<file path="src/rtl/cse_map.svh">
// cse_map.svh : offsets, field positions, reset values and counts of the
// socket status-change block.
// assumes: included by bare name from the package and the design file.
//
// What this block does
// power cycle done sets event bit 3
// second card-detect change sets event bit 2
// first card-detect change sets event bit 1
// status-change pin change sets event bit 0
// software reads state to confirm power-up
// software reads both registers, clears verified flags
// enabled event flags drive the interrupt
// enable bits 31:4 read zero
// enable bit 3 gates power-cycle interrupt
// enable field 2:1 must be 11 for detect
// enable bit 0 cleared by removal, reset
// state register read-only, reserved bits zero
// state bit 29 shows socket 3.3V supply
// state bit 28 shows socket 5V supply
// state bit 11 shows card 3.3V capable
// state bit 10 shows card 5V capable
// never allow 5V for CardBus card
// state bits 2:1 mirror card-detect pins
// state bit 0 mirrors status-change pin
// state bit 3 shows interface powered up
// interrupt holds while enabled flag set
// event bits 31:4 read zero, ignore writes
`ifndef CSE_MAP_SVH
`define CSE_MAP_SVH

// ==========================================================
// register map
`define CSE_ADDR_W 8
`define CSE_OFF_EVENT 8'h00
`define CSE_OFF_ENABLE 8'h04
`define CSE_OFF_STATE 8'h08
`define CSE_OFF_INJECT 8'h0C
`define CSE_OFF_POWER 8'h10
`define CSE_OFF_CLOCK 8'h20

// ==========================================================
// field positions
`define CSE_EV_PWR 3
`define CSE_EV_CD2 2
`define CSE_EV_CD1 1
`define CSE_EV_STS 0
`define CSE_ST_SOCK3V 29
`define CSE_ST_SOCK5V 28
`define CSE_ST_CARD3V 11
`define CSE_ST_CARD5V 10
`define CSE_ST_PWRUP 3

// ==========================================================
// reset values and counts
`define CSE_EVENT_RST 4'h0
`define CSE_ENABLE_RST 4'h0
`define CSE_STATE_RST 32'h0000_0000
`define CSE_CD_ENABLE_ON 2'h3
`define CSE_SETTLE_CYC 2'h3
`define CSE_RESP_OKAY 2'h0
`define CSE_RESP_DECERR 2'h3

`endif

</file>
<file path="src/rtl/cse_pkg.sv">
// cse_pkg.sv : types shared by the socket status-change block.
// assumes: cse_map.svh is on the include path.
package cse_pkg;
  `include "cse_map.svh"

  // register selected by a bus address
  typedef enum logic [2:0] {
    CSE_SEL_EVENT,
    CSE_SEL_ENABLE,
    CSE_SEL_STATE,
    CSE_SEL_SPARE,
    CSE_SEL_BAD
  } cse_sel_t;

  // kind of card seen in the socket
  typedef enum logic [1:0] {
    CSE_CARD_NONE,
    CSE_CARD_16BIT,
    CSE_CARD_CBUS
  } cse_card_t;

  // one flag per socket event
  typedef logic [3:0] cse_flags_t;
endpackage

</file>
<file path="src/rtl/cse_socket_events.sv">
// cse_socket_events.sv : socket event flags, interrupt enables, live
// socket state and an AXI4-Lite slave for one card slot.
// assumes: one 50 MHz clock, synchronous active-high reset; power
// sequencing logic on the same clock gives the power inputs.
`timescale 1ns/10ps
`default_nettype none
`include "cse_map.svh"

module cse_socket_events (
  // clock and reset
  input wire logic CLK_SYS_I,
  input wire logic RST_I,
  // axi4-lite write address
  input wire logic AWVALID_I,
  output logic AWREADY_O,
  input wire logic [`CSE_ADDR_W-1:0] AWADDR_I,
  // axi4-lite write data
  input wire logic WVALID_I,
  output logic WREADY_O,
  input wire logic [31:0] WDATA_I,
  input wire logic [3:0] WSTRB_I,
  // axi4-lite write response
  output logic BVALID_O,
  input wire logic BREADY_I,
  output logic [1:0] BRESP_O,
  // axi4-lite read address
  input wire logic ARVALID_I,
  output logic ARREADY_O,
  input wire logic [`CSE_ADDR_W-1:0] ARADDR_I,
  // axi4-lite read data
  output logic RVALID_O,
  input wire logic RREADY_I,
  output logic [31:0] RDATA_O,
  output logic [1:0] RRESP_O,
  // socket pins, asynchronous
  input wire logic [1:0] CARD_DETECT_PINS_N_I,
  input wire logic [1:0] VOLTAGE_SENSE_PINS_I,
  input wire logic CARD_STATUS_CHANGE_PIN_I,
  input wire logic SOCKET_3V_ABLE_I,
  input wire logic SOCKET_5V_ABLE_I,
  // power sequencer, same clock
  input wire logic POWER_CYCLE_DONE_I,
  input wire logic POWER_UP_OK_I,
  // outputs to interrupt routing and power control
  output logic STATUS_IRQ_O,
  output logic CARDBUS_CARD_O,
  output logic ALLOW_5V_O,
  output logic ALLOW_3V_O
);
  import cse_pkg::*;

  // ==========================================================
  // address decode, shared by read and write paths
  function automatic cse_sel_t dec_addr(input logic [`CSE_ADDR_W-1:0] a);
    cse_sel_t s;
    s = CSE_SEL_BAD;
    case (a)
      `CSE_OFF_EVENT: s = CSE_SEL_EVENT;
      `CSE_OFF_ENABLE: s = CSE_SEL_ENABLE;
      `CSE_OFF_STATE: s = CSE_SEL_STATE;
      `CSE_OFF_INJECT, `CSE_OFF_POWER, `CSE_OFF_CLOCK: s = CSE_SEL_SPARE;
      default: s = CSE_SEL_BAD;
    endcase
    return s;
  endfunction

  // card kind and voltage from detect and sense pins: {kind, 3v, 5v}
  function automatic logic [3:0] dec_card(input logic [1:0] cd_n,
                                          input logic [1:0] vs);
    logic [3:0] r;
    r = {CSE_CARD_NONE, 2'b00};
    case (cd_n)
      2'b00: begin
        case (vs)
          2'b11: r = {CSE_CARD_16BIT, 2'b01};
          2'b01: r = {CSE_CARD_16BIT, 2'b10};
          default: r = {CSE_CARD_16BIT, 2'b11};
        endcase
      end
      2'b01, 2'b10: r = {CSE_CARD_CBUS, 2'b10};
      default: r = {CSE_CARD_NONE, 2'b00};
    endcase
    return r;
  endfunction

  // ==========================================================
  // pin synchronisers: {cap3, cap5, vs[1:0], cd_n[1:0], sts}
  logic [6:0] pin_raw;
  logic [6:0] sync1_q;
  logic [6:0] sync2_q;
  assign pin_raw = {SOCKET_3V_ABLE_I, SOCKET_5V_ABLE_I, VOLTAGE_SENSE_PINS_I,
                    CARD_DETECT_PINS_N_I, CARD_STATUS_CHANGE_PIN_I};

  // two flops per pin; only sync2_q is read further on
  always_ff @(posedge CLK_SYS_I) begin
    if (RST_I) begin
      sync1_q <= 7'h00;
      sync2_q <= 7'h00;
    end else begin
      sync1_q <= pin_raw;
      sync2_q <= sync1_q;
    end
  end

  // hold off edge detection until the synchronisers carry real pins
  logic [1:0] settle_q;
  logic settled;
  assign settled = (settle_q == `CSE_SETTLE_CYC);

  always_ff @(posedge CLK_SYS_I) begin
    if (RST_I) begin
      settle_q <= 2'h0;
    end else if (!settled) begin
      settle_q <= settle_q + 2'h1;
    end
  end

  // ==========================================================
  // live socket state
  logic [2:0] pins_q;     // {cd2_n, cd1_n, sts} as shown to software
  logic card3v_q;         // card runs at 3.3V
  logic card5v_q;         // card runs at 5V
  logic cbus_q;           // card is a CardBus card
  logic sock3v_q;         // socket can give 3.3V
  logic sock5v_q;         // socket can give 5V
  logic pwrup_q;          // interface powered up
  logic [3:0] card_dec;
  logic [2:0] pin_chg;
  logic removal;
  logic [31:0] state_word;

  logic primed_q;         // pins_q holds real pin levels, not its reset zeros

  // pins_q first loads at the edge where settled is seen; only after that
  // is a difference a true pin change, else idle-high detects would look
  // like a removal right after reset
  always_ff @(posedge CLK_SYS_I) begin
    if (RST_I) begin
      primed_q <= 1'b0;
    end else if (settled) begin
      primed_q <= 1'b1;
    end
  end

  assign card_dec = dec_card(sync2_q[2:1], sync2_q[4:3]);
  assign pin_chg = primed_q ? (sync2_q[2:0] ^ pins_q) : 3'b000;
  // card leaves: both detects were low, now one is high
  assign removal = primed_q && (pins_q[2:1] == 2'b00) && (sync2_q[2:1] != 2'b00);

  // state flops all clear at reset, then follow pins and power
  always_ff @(posedge CLK_SYS_I) begin
    if (RST_I) begin
      pins_q <= 3'b000;
      card3v_q <= 1'b0;
      card5v_q <= 1'b0;
      cbus_q <= 1'b0;
      sock3v_q <= 1'b0;
      sock5v_q <= 1'b0;
      pwrup_q <= 1'b0;
    end else if (settled) begin
      pins_q <= sync2_q[2:0];
      card3v_q <= card_dec[1];
      card5v_q <= card_dec[0];
      cbus_q <= (card_dec[3:2] == CSE_CARD_CBUS);
      sock3v_q <= sync2_q[6];
      sock5v_q <= sync2_q[5];
      pwrup_q <= POWER_UP_OK_I;
    end
  end

  // read-only word, reserved bits tied low
  assign state_word = {2'b00, sock3v_q, sock5v_q, 16'h0000, card3v_q, card5v_q,
                       6'h00, pwrup_q, pins_q};

  // supply permits: no 5V for a CardBus card
  assign ALLOW_5V_O = card5v_q && sock5v_q && !cbus_q;
  assign ALLOW_3V_O = card3v_q && sock3v_q;
  assign CARDBUS_CARD_O = cbus_q;

  // ==========================================================
  // axi4-lite write channel
  logic aw_q;
  logic w_q;
  logic bvalid_q;
  logic [1:0] bresp_q;
  logic [`CSE_ADDR_W-1:0] awaddr_q;
  logic [31:0] wdata_q;
  logic [3:0] wstrb_q;
  logic do_wr;
  cse_sel_t wr_sel;
  logic wr_lane0;

  assign AWREADY_O = !aw_q && !bvalid_q;
  assign WREADY_O = !w_q && !bvalid_q;
  assign do_wr = aw_q && w_q && !bvalid_q;
  assign wr_sel = dec_addr(awaddr_q);
  // every live field sits in byte lane 0
  assign wr_lane0 = do_wr && wstrb_q[0];
  assign BVALID_O = bvalid_q;
  assign BRESP_O = bresp_q;

  // address and data held until both are in, then one response
  always_ff @(posedge CLK_SYS_I) begin
    if (RST_I) begin
      aw_q <= 1'b0;
      w_q <= 1'b0;
      bvalid_q <= 1'b0;
      bresp_q <= `CSE_RESP_OKAY;
      awaddr_q <= 8'h00;
      wdata_q <= 32'h0000_0000;
      wstrb_q <= 4'h0;
    end else begin
      if (AWVALID_I && AWREADY_O) begin
        aw_q <= 1'b1;
        awaddr_q <= AWADDR_I;
      end
      if (WVALID_I && WREADY_O) begin
        w_q <= 1'b1;
        wdata_q <= WDATA_I;
        wstrb_q <= WSTRB_I;
      end
      if (do_wr) begin
        aw_q <= 1'b0;
        w_q <= 1'b0;
        bvalid_q <= 1'b1;
        bresp_q <= (wr_sel == CSE_SEL_BAD) ? `CSE_RESP_DECERR : `CSE_RESP_OKAY;
      end else if (bvalid_q && BREADY_I) begin
        bvalid_q <= 1'b0;
      end
    end
  end

  // ==========================================================
  // event flags and interrupt enables
  cse_flags_t ev_q;
  cse_flags_t en_q;
  cse_flags_t ev_set;
  cse_flags_t ev_clr;
  cse_flags_t irq_src;
  logic cd_irq_on;

  assign ev_set = {POWER_CYCLE_DONE_I, pin_chg};
  assign ev_clr = (wr_lane0 && wr_sel == CSE_SEL_EVENT) ? wdata_q[3:0] : 4'h0;
  // detect flags reach the interrupt only with both bits set
  assign cd_irq_on = (en_q[2:1] == `CSE_CD_ENABLE_ON);
  assign irq_src = ev_q & {en_q[`CSE_EV_PWR], cd_irq_on, cd_irq_on, en_q[`CSE_EV_STS]};
  assign STATUS_IRQ_O = |irq_src;

  // write one clears; a new event in the same cycle wins
  always_ff @(posedge CLK_SYS_I) begin
    if (RST_I) begin
      ev_q <= `CSE_EVENT_RST;
    end else begin
      ev_q <= (ev_q & ~ev_clr) | ev_set;
    end
  end

  // enables load from bus; card removal drops the status-change enable
  always_ff @(posedge CLK_SYS_I) begin
    if (RST_I) begin
      en_q <= `CSE_ENABLE_RST;
    end else begin
      if (wr_lane0 && wr_sel == CSE_SEL_ENABLE) begin
        en_q <= wdata_q[3:0];
      end
      if (removal) begin
        en_q[`CSE_EV_STS] <= 1'b0;
      end
    end
  end

  // ==========================================================
  // axi4-lite read channel
  logic rvalid_q;
  logic [31:0] rdata_q;
  logic [1:0] rresp_q;
  logic ar_hs;
  cse_sel_t rd_sel;
  logic [31:0] rd_word;

  assign ARREADY_O = !rvalid_q;
  assign ar_hs = ARVALID_I && ARREADY_O;
  assign rd_sel = dec_addr(ARADDR_I);
  // unused upper bits of event and enable read zero
  assign rd_word = (rd_sel == CSE_SEL_EVENT) ? {28'h000_0000, ev_q} :
                   (rd_sel == CSE_SEL_ENABLE) ? {28'h000_0000, en_q} :
                   (rd_sel == CSE_SEL_STATE) ? state_word : 32'h0000_0000;
  assign RVALID_O = rvalid_q;
  assign RDATA_O = rdata_q;
  assign RRESP_O = rresp_q;

  // data captured at the address handshake, held until taken
  always_ff @(posedge CLK_SYS_I) begin
    if (RST_I) begin
      rvalid_q <= 1'b0;
      rdata_q <= 32'h0000_0000;
      rresp_q <= `CSE_RESP_OKAY;
    end else if (ar_hs) begin
      rvalid_q <= 1'b1;
      rdata_q <= rd_word;
      rresp_q <= (rd_sel == CSE_SEL_BAD) ? `CSE_RESP_DECERR : `CSE_RESP_OKAY;
    end else if (RREADY_I) begin
      rvalid_q <= 1'b0;
    end
  end
endmodule
`default_nettype wire

</file>
<file path="config.mk">
export PLATFORM = sky130hd
export DESIGN_NAME = cse_socket_events
export DESIGN_NICKNAME = d
export VERILOG_FILES = /design/src/rtl/cse_pkg.sv /design/src/rtl/cse_socket_events.sv
export VERILOG_INCLUDE_DIRS = /design/src /design/src/rtl
export SDC_FILE = /design/constraint.sdc
export NUM_CORES = 1
export LEC_CHECK = 0
export BUFFER_PORTS_ARGS = -buffer_cell sky130_fd_sc_hd__buf_2
export CORE_MARGIN = 2
export CORE_UTILIZATION = 43
export CTS_CLUSTER_DIAMETER = 60
export DETAILED_ROUTE_END_ITERATION = 10
export PLACE_DENSITY = 0.85
export SLEW_MARGIN = 20
export SYNTH_ARGS = -nofsm -noshare
export SYNTH_HDL_FRONTEND = slang
export SYNTH_SLANG_ARGS = --single-unit
</file>
<file path="constraint.sdc">
create_clock -name CLK_SYS_I -period 1.6 [get_ports CLK_SYS_I]
set_input_delay 0 -clock CLK_SYS_I [delete_from_list [all_inputs] [get_ports CLK_SYS_I]]
set_output_delay 0 -clock CLK_SYS_I [all_outputs]
set_load 0.1 [all_outputs]
</file>
**Word level (Yosys, flattened, before mapping)**

Index checks and enable logic that the tools add are counted.
W data, S select, Z words.

- Reductions and logical operators: 36
- Equality and inequality tests: 22
- Mux-type cells: 15
- Bitwise logic cells: 5
- Add/subtract/negate cells: 1

Operators by type and width:

| cell | number |
|---|---|
| $mux W30 | 3 |
| $eq A8 B4 Y1 const B | 4 |
| $pmux W3 S4 | 2 |
| $eq A8 B3 Y1 const B | 2 |
| $eq A8 B5 Y1 const B | 2 |
| $eq A8 B6 Y1 const B | 2 |
| $logic_and A1 B1 Y1 | 16 |
| $logic_not A8 Y1 | 2 |
| $eq A2 B2 Y1 const B | 5 |
| $and A4 B4 Y4 | 2 |
| $pmux W4 S2 | 1 |
| $eq A3 B1 Y1 const B | 2 |
| $eq A3 B3 Y1 const B | 2 |
| $logic_not A3 Y1 | 2 |
| $reduce_bool A2 Y1 | 3 |
| $reduce_or A2 Y1 | 3 |
| $reduce_or A3 Y1 | 2 |
| $logic_not A1 Y1 | 5 |
| $eq A2 B1 Y1 const B | 2 |
| $logic_not A2 Y1 | 2 |
| $mux W1 | 4 |
| $mux W2 | 2 |
| $mux W4 | 1 |
| $not A4 Y4 | 1 |
| 7 further kinds | 7 |

- Flip-flop bits (word level): 87
- Output and inout port bits: 45

**Logic depth before layout (Yosys ltp)**

Gate-level depths: netlist of the first run.

- Depth after elaboration: 9
- Mapped depth: 5
- Depth with buffers taken out: 5

**Least setup slack after synthesis of the first run**

Ideal clock, no wire load.

- Path kind: register to output
- From: register cbus_q, in the netlist CARDBUS_CARD_O
- To: output port ALLOW_5V_O
- Arrival time: 2.858 ns
- Buffers on the path: 0
- Setup slack: -1.258 ns
- Stages on the path, launching flop included: 2
- Data required time: 1.600 ns
- Cells stage by stage: dfxtp_1 -> nor3_1

- Longest elaborated chain between the ends: 2

RTL lines:

| element | line | RTL |
|---|---|---|
| from (decl) | cse_socket_events.sv:123 | `logic cbus_q;` |
| from (signal assigned) | cse_socket_events.sv:164 | `cbus_q <= (card_dec[3:2] == CSE_CARD_CBUS);` |
| $logic_not A1 Y1 | cse_socket_events.sv:176 | `assign ALLOW_5V_O = card5v_q && sock5v_q && !cbus_q;` |
| $logic_and A1 B1 Y1 | cse_socket_events.sv:176 |  |
| to (decl) | cse_socket_events.sv:47 | `output logic ALLOW_5V_O,` |

No other way between the ends.

**Worst setup path after layout of the first run**

- From: register awaddr_q[0]
- To: register en_q[1]

- Longest elaborated chain between the ends: 5
- Elaborated cells on any way between the ends: 10

RTL lines:

| element | line | RTL |
|---|---|---|
| from (decl) | cse_socket_events.sv:186 | `` logic [`CSE_ADDR_W-1:0] awaddr_q; `` |
| from (signal assigned) | cse_socket_events.sv:209 | `awaddr_q <= 8'h00;` |
| from (signal assigned) | cse_socket_events.sv:215 | `awaddr_q <= AWADDR_I;` |
| $eq A8 B4 Y1, or another cell as far along | cse_socket_events.sv:57 | `case (a)` |
| $reduce_or A3 Y1 | cse_socket_events.sv:57 |  |
| $pmux W3 S4 (*) | cse_socket_events.sv:57 |  |
| $eq A3 B1 Y1 (*) | cse_socket_events.sv:263 | `if (wr_lane0 && wr_sel == CSE_SEL_ENABLE) begin` |
| $logic_and A1 B1 Y1 (*) | cse_socket_events.sv:263 |  |
| to (signal assigned) | cse_socket_events.sv:261 | `` en_q <= `CSE_ENABLE_RST; `` |
| to (signal assigned) | cse_socket_events.sv:264 | `en_q <= wdata_q[3:0];` |
| to (decl) | cse_socket_events.sv:236 | `cse_flags_t en_q;` |

Mark *: on every way between the ends. The rest lies on a longest branch, timed or not.
A chain may end at the register's enable or synchronous reset.

==> flow_summary_export.csv, run 1 <==
group,metric,value,unit
finish,stdcell_count,440,
grt,grt_overflow,0,
yosys,synth_cell_types,40,
sta,finalCritPeriodShare,1.02,
yosys,synthArstFlopShare,0,
die,design.die.area,6760,sq um
critical_path,arrival,1.86,ns
die,core,5920,sq um
yosys,yosysSeqAreaShare,0.464,
finish,drive_gt1_frac,0.268,
critical_path,critical-path-max-stage-delay,0.54,ns
grt,grt_pass1_wl,7.78,mm
critical_path,path_delay_family,"simple AND/OR/NAND/NOR gates",
status,violations,"negative setup slack",
yosys,synthCells,271,
sta,grt_setup_unrepaired,"true",
routing,drt-initial-drc-count,82,
finish,nFillCells,522,
finish,area_delta_synth_final,31.4,%
cts,root_buffer,"clkbuf_8",
routing,first_pass_iters,4,
power_and_ir_drop,total_power,4.06,mW
sta,relSlewSlack,0.547,
sta,final_hold_viol_count,0,
routing,wl_per_cell,11.1,microns
grt,grt_usage,0.151,
die,fp.dieH,82.2,microns
critical_path,reg2reg_to,"en_q[1]$_SDFFE_PP0P_",
grt,antenna_found_initial,0,
status,status,"finished, violations left",
worst_hold_path,min-delay-path-class,"in2reg",
cts,clkLatencyLatePin,0.33,ns
yosys,syn_area_per_cell,9.71,sq um
worst_hold_path,hp-start,"ARADDR_I[3]",
place,placedCellCount,399,
routing,routed_wl,4.87,mm
critical_path,r2r-start,"awaddr_q[0]$_SDFFE_PP0P_",
yosys,yosysWarnings,0,
cts,cts-buffers-inserted,9,
critical_path,worstSetupEndpointType,"register",
power_and_ir_drop,leakagePower,1.54,nW
finish,multi_input_area,1230,sq um
die,pin_count,113,
routing,drtAntennaViolNets,0,
critical_path,crit_slowest_cell,"or4_4",
critical_path,crit_path_cell_trace,"or4_4 > or4_4 > mux2i_1",
place,finalWeightedCongestion,0.743,
worst_hold_path,min_delay_worst_endpoint,"RDATA_O[1]$_SDFFE_PP0P_",
routing,drc,0,
critical_path,crit_buf_inv,0,
critical_path,path_class,"reg2reg",
yosys,synth_top_flop_cell,"dfxtp_1",
cts,clk_pin_slew,0.07,ns
flow_run,maxCapViolCount,0,
place,io_buffers,57,
yosys,syn_area,2630,sq um
power_and_ir_drop,vdd_drop_max,0.672,mV
critical_path,critPathRequiredTime,1.83,ns
finish,diodes,0,
critical_path,reg2reg_depth,3,
place,place_hpwl,3.43,mm
die,die_w,82.2,microns
sta,setup_viol,4,
finish,register_area,1230,sq um
cts,cts-htree-levels,3,
critical_path,startpoint_type,"register",
sta,max_freq,0.611,GHz
sta,tightest_slew,0.679,ns
cts,clockBufferDepth,2,
sta,fin_crit,1.64,ns
critical_path,cp_common_cell,"or4_4",
sta,worst_clock_skew,0.00591,ns
routing,vias_per_cell,4.66,
yosys,synth_edf_count,0,
die,initial_core_util,0.444,
yosys,ys_seq_elements,61,
routing,via_count,2052,
grt,grt_pass1_vias,1821,
sta,hold_ws,0.0818,ns
power_and_ir_drop,p_per_area,1170,nW/um^2
die,rows,28,
critical_path,r2r_setup_slack,-0.04,ns
cts,clock-sinks,61,
cts,cts_tree,"built",
finish,fin_nets,431,
critical_path,cp_max_fo,4,
sta,slew_viol_final,0,
worst_hold_path,hold_depth,3,
grt,grt_max_degree,45,
sta,setup_ws,-0.0370,ns
layout by cell type, fill, tap and decap left out, types with 3 or more instances in the layout:
cell | synthesis | layout
a211oi_1 | 3 | 3
a21boi_0 | 3 | 3
a21oi_1 | 8 | 8
a2bb2oi_1 | 4 | 4
buf_2 | 0 | 57
buf_4 | 26 | 13
clkbuf_8 | 0 | 13
conb_1 | 1 | 24
dfxtp_1 | 61 | 59
dlygate4sd3_1 | 0 | 24
ha_1 | 3 | 3
inv_1 | 11 | 11
mux2i_1 | 29 | 29
nand2_1 | 5 | 5
nand2b_1 | 10 | 10
nand3b_1 | 11 | 11
nor2_1 | 31 | 28
nor2_2 | 0 | 3
nor2b_1 | 15 | 15
o21ai_0 | 4 | 4
o41ai_1 | 5 | 5
xor2_1 | 4 | 4
cell families after synthesis:
group,count (synthesis),share of synthesized area
xor+xnor,4,0.0133
flops,61,0.464
other cells,1,0.00143
compound gates,38,0.101
fa+ha+maj,3,0.0143
mux,29,0.110
simple gates,85,0.184
buf+inv,50,0.111
final cells by class:
type	count	area share
Tap cell	75	0.0271
Inverter	11	0.0119
Multi-Input combinational cell	183	0.355
Clock inverter	3	0.0188
Clock buffer	13	0.0518
Timing Repair Buffer	94	0.180
Sequential cell	61	0.355
sequential cells by signal, indices dropped and copies added, names as in the netlist, 2 cells and up:
name      count
settle_q      2
sync2_q       7
sync1_q       7
ev_q          4
wdata_q       4
pins_q        3
awaddr_q      8
en_q          4
RDATA_O       8
through the flow:
step	area, sq um	util	setup slack [ns]	TNS (ns)
2_1_floorplan	2740	-	-0.0584	-0.232
3_3_place_gp	2960	0.500	-0.0138	-0.0512
3_5_place_dp	2960	0.500	-0.0517	-0.179
4_1_cts	3460	0.584	-0.0446	-0.166
5_1_grt	3460	0.584	-0.0702	-0.417
6_report	3460	0.584	-0.0370	-0.137
worst min-delay path, delay by kind of cell:
| kind | cells | cell delay [ns] |
|---|---|---|
| compound gates | 2 | 0.23 |
| buf+inv | 1 | 0.13 |
synthesized netlist by cell type (2+ instances only):
cell type / number / area, sq um
dfxtp_1: 61 / 1220
nor2_1: 31 / 116
mux2i_1: 29 / 290
buf_4: 26 / 195
nor2b_1: 15 / 93.8
inv_1: 11 / 41.3
nand3b_1: 11 / 82.6
clkbuf_1: 10 / 37.5
nand2b_1: 10 / 62.6
a21oi_1: 8 / 40.0
nand2_1: 5 / 18.8
o41ai_1: 5 / 43.8
a2bb2oi_1: 4 / 35.0
o21ai_0: 4 / 20.0
xor2_1: 4 / 35.0
a211oi_1: 3 / 22.5
a21boi_0: 3 / 22.5
ha_1: 3 / 37.5
buf_1: 2 / 7.51
nor4_1: 2 / 12.5
o211ai_1: 2 / 15.0
o21a_1: 2 / 15.0
o22ai_1: 2 / 12.5
or4_4: 2 / 22.5
routing by layer:
layer  vias to the layer above  track usage  share of wire
met5                         -            0              0
met4                         0       0.0733          0.021
met3                        11       0.0467          0.075
met2                        72        0.245           0.44
met1                       916        0.180           0.46
li1                       1053            -              -
repair_timing:
item	in CTS	in global routing
hold buffers	24	0
resized for setup	1	0
hold endpoints to repair	24	0
buffers inserted	1	0
endpoints found under the setup margin	4	8
worst max-delay path by stage:
| stage | startpoint | endpoint | slack [ns] | cells after the start |
|---|---|---|---|---|
| after floorplan | awaddr_q[0]$_SDFFE_PP0P_ | en_q[0]$_SDFFE_PP0P_ | -0.06 | 4 |
| after global placement | awaddr_q[0]$_SDFFE_PP0P_ | en_q[2]$_SDFFE_PP0P_ | -0.01 | 3 |
| after detailed placement | awaddr_q[0]$_SDFFE_PP0P_ | en_q[1]$_SDFFE_PP0P_ | -0.05 | 3 |
| after CTS | awaddr_q[0]$_SDFFE_PP0P_ | en_q[1]$_SDFFE_PP0P_ | -0.04 | 3 |
| after global routing | awaddr_q[0]$_SDFFE_PP0P_ | en_q[1]$_SDFFE_PP0P_ | -0.07 | 3 |
| final | awaddr_q[0]$_SDFFE_PP0P_ | en_q[1]$_SDFFE_PP0P_ | -0.04 | 3 |
where the power goes:
group	switching (mW)	internal [mW]	total, mW
sequential	0.0561	1.60	1.66
combinational	0.564	0.234	0.798
clock	0.561	1.04	1.61
Note: power is estimated with default switching activity, not from simulation.
==> run 2, diff against run 1 <==
--- a/config.mk
+++ b/config.mk
@@ -8,10 +8,10 @@
 export LEC_CHECK = 0
 export BUFFER_PORTS_ARGS = -buffer_cell sky130_fd_sc_hd__buf_2
 export CORE_MARGIN = 2
-export CORE_UTILIZATION = 43
+export CORE_UTILIZATION = 25
 export CTS_CLUSTER_DIAMETER = 60
 export DETAILED_ROUTE_END_ITERATION = 10
-export PLACE_DENSITY = 0.85
+export PLACE_DENSITY = 0.58
 export SLEW_MARGIN = 20
 export SYNTH_ARGS = -nofsm -noshare
 export SYNTH_HDL_FRONTEND = slang
==> run 2 against run 1 <==
Compared with the run above: the flow still finishes with violations (negative setup slack); clock power fell by 20%; clock skew up 0.0016 ns; power fell by 7.6%; sequential cell count stayed put; worst hold slack got worse by 0.017 ns; combinational power rose by 2.5%; setup slack worse by 0.0034 ns; global-route usage is 5.4 points lower; sequential power about the same.
==> flow_summary_export.csv, run 2 (synthesis gave the netlist of run 1 again) <==
group,metric,value,unit
critical_path,critical-path-max-stage-delay,0.55,ns
routing,routed_wl,5.45,mm
critical_path,startpoint_type,"register",
critical_path,critPathRequiredTime,1.82,ns
finish,final_common_cell,"dfxtp_1",
critical_path,cp_max_fo,4,
cts,clk_pin_slew,0.07,ns
power_and_ir_drop,vdd_drop_max,0.312,mV
routing,via_count,2040,
place,finalWeightedCongestion,0.721,
critical_path,arrival,1.86,ns
sta,setup-tns-final,-0.155,ns
cts,post_cts_buffers,0,
critical_path,path_class,"reg2reg",
sta,worst_clock_skew,0.00751,ns
status,status,"finished, violations left",
grt,grt_overflow,0,
grt,antenna_found_initial,0,
power_and_ir_drop,p_per_area,1070,nW/um^2
place,io_buffers,57,
sta,fin_crit,1.64,ns
die,initial_core_util,0.256,
die,core,10300,sq um
sta,finalCritPeriodShare,1.03,
place,dpl_worst_slack,-0.0957,ns
cts,root_buffer,"clkbuf_8",
sta,setup_viol,6,
routing,wl_per_cell,10.8,microns
worst_hold_path,min-delay-path-class,"in2reg",
grt,grt_usage,0.0971,
cts,clkLatencyLatePin,0.33,ns
critical_path,cp_common_cell,"or4_4",
die,fp.dieH,107,microns
cts,cts-htree-levels,3,
routing,vias_per_cell,4.05,
grt,grt_pass1_wl,8.56,mm
cts,clockBufferDepth,2,
die,die_w,107,microns
sta,grt_setup_unrepaired,"true",
sta,final_hold_viol_count,0,
sta,slew_viol_final,0,
place,place_hpwl,3.89,mm
grt,grt_max_degree,51,
status,violations,"negative setup slack",
sta,tightest_slew,0.809,ns
critical_path,crit_slowest_cell,"or4_4",
die,pin_count,113,
cts,cts_tree,"built",
routing,drc,0,
routing,drt-initial-drc-count,67,
critical_path,crit_path_cell_trace,"or4_4 > or4_4 > mux2i_1",
sta,setup_ws,-0.0404,ns
finish,diodes,0,
die,rows,37,
critical_path,worstSetupEndpointType,"register",
cts,clock-sinks,61,
flow_run,maxCapViolCount,0,
sta,relSlewSlack,0.461,
routing,drtAntennaViolNets,0,
die,design.die.area,11400,sq um
finish,final_cell_mix,"58 x dfxtp_1, 57 x buf_2, 29 x mux2i_1",
routing,first_pass_iters,4,
cts,cts-buffers-inserted,9,
power_and_ir_drop,leakagePower,1.52,nW
finish,area_delta_synth_final,33.0,%
finish,fin_nets,435,
sta,max_freq,0.610,GHz
finish,drive_gt1_frac,0.274,
grt,grt_pass1_vias,1810,
run 2: cell types whose count changed in the layout (fill, tap and decap cells not counted), sizes merged:
cell	delta
buf	+4
clkbuf	-3
clkinv	+2
bufinv	-1
clkinvlp	+1
run 2: final cells by class:
class	instances	area (sq um)
fillers	1075	6780
multi-input cells	183	1230
flip-flops and latches	61	1230
repair buffers	98	653
well taps	136	170
clock buffers	10	128
clock inverters	5	52.6
inverters	11	41.3
run 2: per-layer routing:
metal	vias to the layer above	wire, microns	track usage
met5	-	0	0
met4	0	75	0.0390
met3	8	369	0.0377
met2	61	2380	0.147
met1	910	2620	0.124
li1	1061	-	-
run 2: critical path, delay by kind of cell (launching register included):
| kind | cells | cell delay [ns] |
|---|---|---|
| flops | 1 | 0.32 |
| mux | 1 | 0.14 |
| simple gates | 2 | 1.08 |
run 2: path summary, 6_finish.rpt:
check | depth (start not counted) | from | slack (ns) | end
min | 4 | ARADDR_I[5] | 0.06 | RRESP_O[0]$_SDFFE_PP0P_
min reg2reg | 1 | sync1_q[6]$_SDFF_PP0_ | 0.44 | sync2_q[6]$_SDFF_PP0_
max reg2reg | 3 | awaddr_q[0]$_SDFFE_PP0P_ | -0.04 | en_q[1]$_SDFFE_PP0P_
max | 3 | awaddr_q[0]$_SDFFE_PP0P_ | -0.04 | en_q[1]$_SDFFE_PP0P_
run 2: per-stage QoR:
step | total power, mW | cells | hold slack, ns | utilization | area (sq um)
floorplan | 2.35 | 294 | 0.128 | - | 2740
global placement | 2.45 | 465 | 0.214 | 0.299 | 3070
detailed placement | 2.46 | 465 | 0.214 | 0.299 | 3070
CTS | 3.78 | 504 | 0.0514 | 0.341 | 3500
global route | 3.91 | 504 | 0.0775 | 0.341 | 3500
finish | 3.75 | 504 | 0.0644 | 0.341 | 3500
run 2: repair_timing:
item,in CTS,in global routing
setup endpoints to repair,8,8
resized for setup,1,1
hold buffers,24,0
endpoints found under the hold margin,24,0
gates cloned,0,0
run 2: report_power, final:
| part | total (mW) | switching (mW) | internal, mW | leakage, nW |
|---|---|---|---|---|
| registers | 1.65 | 0.0528 | 1.60 | 0.500 |
| logic | 0.818 | 0.573 | 0.245 | 0.933 |
| clock network | 1.28 | 0.577 | 0.702 | 0.0919 |
| total | 3.75 | 1.20 | 2.55 | 1.52 |
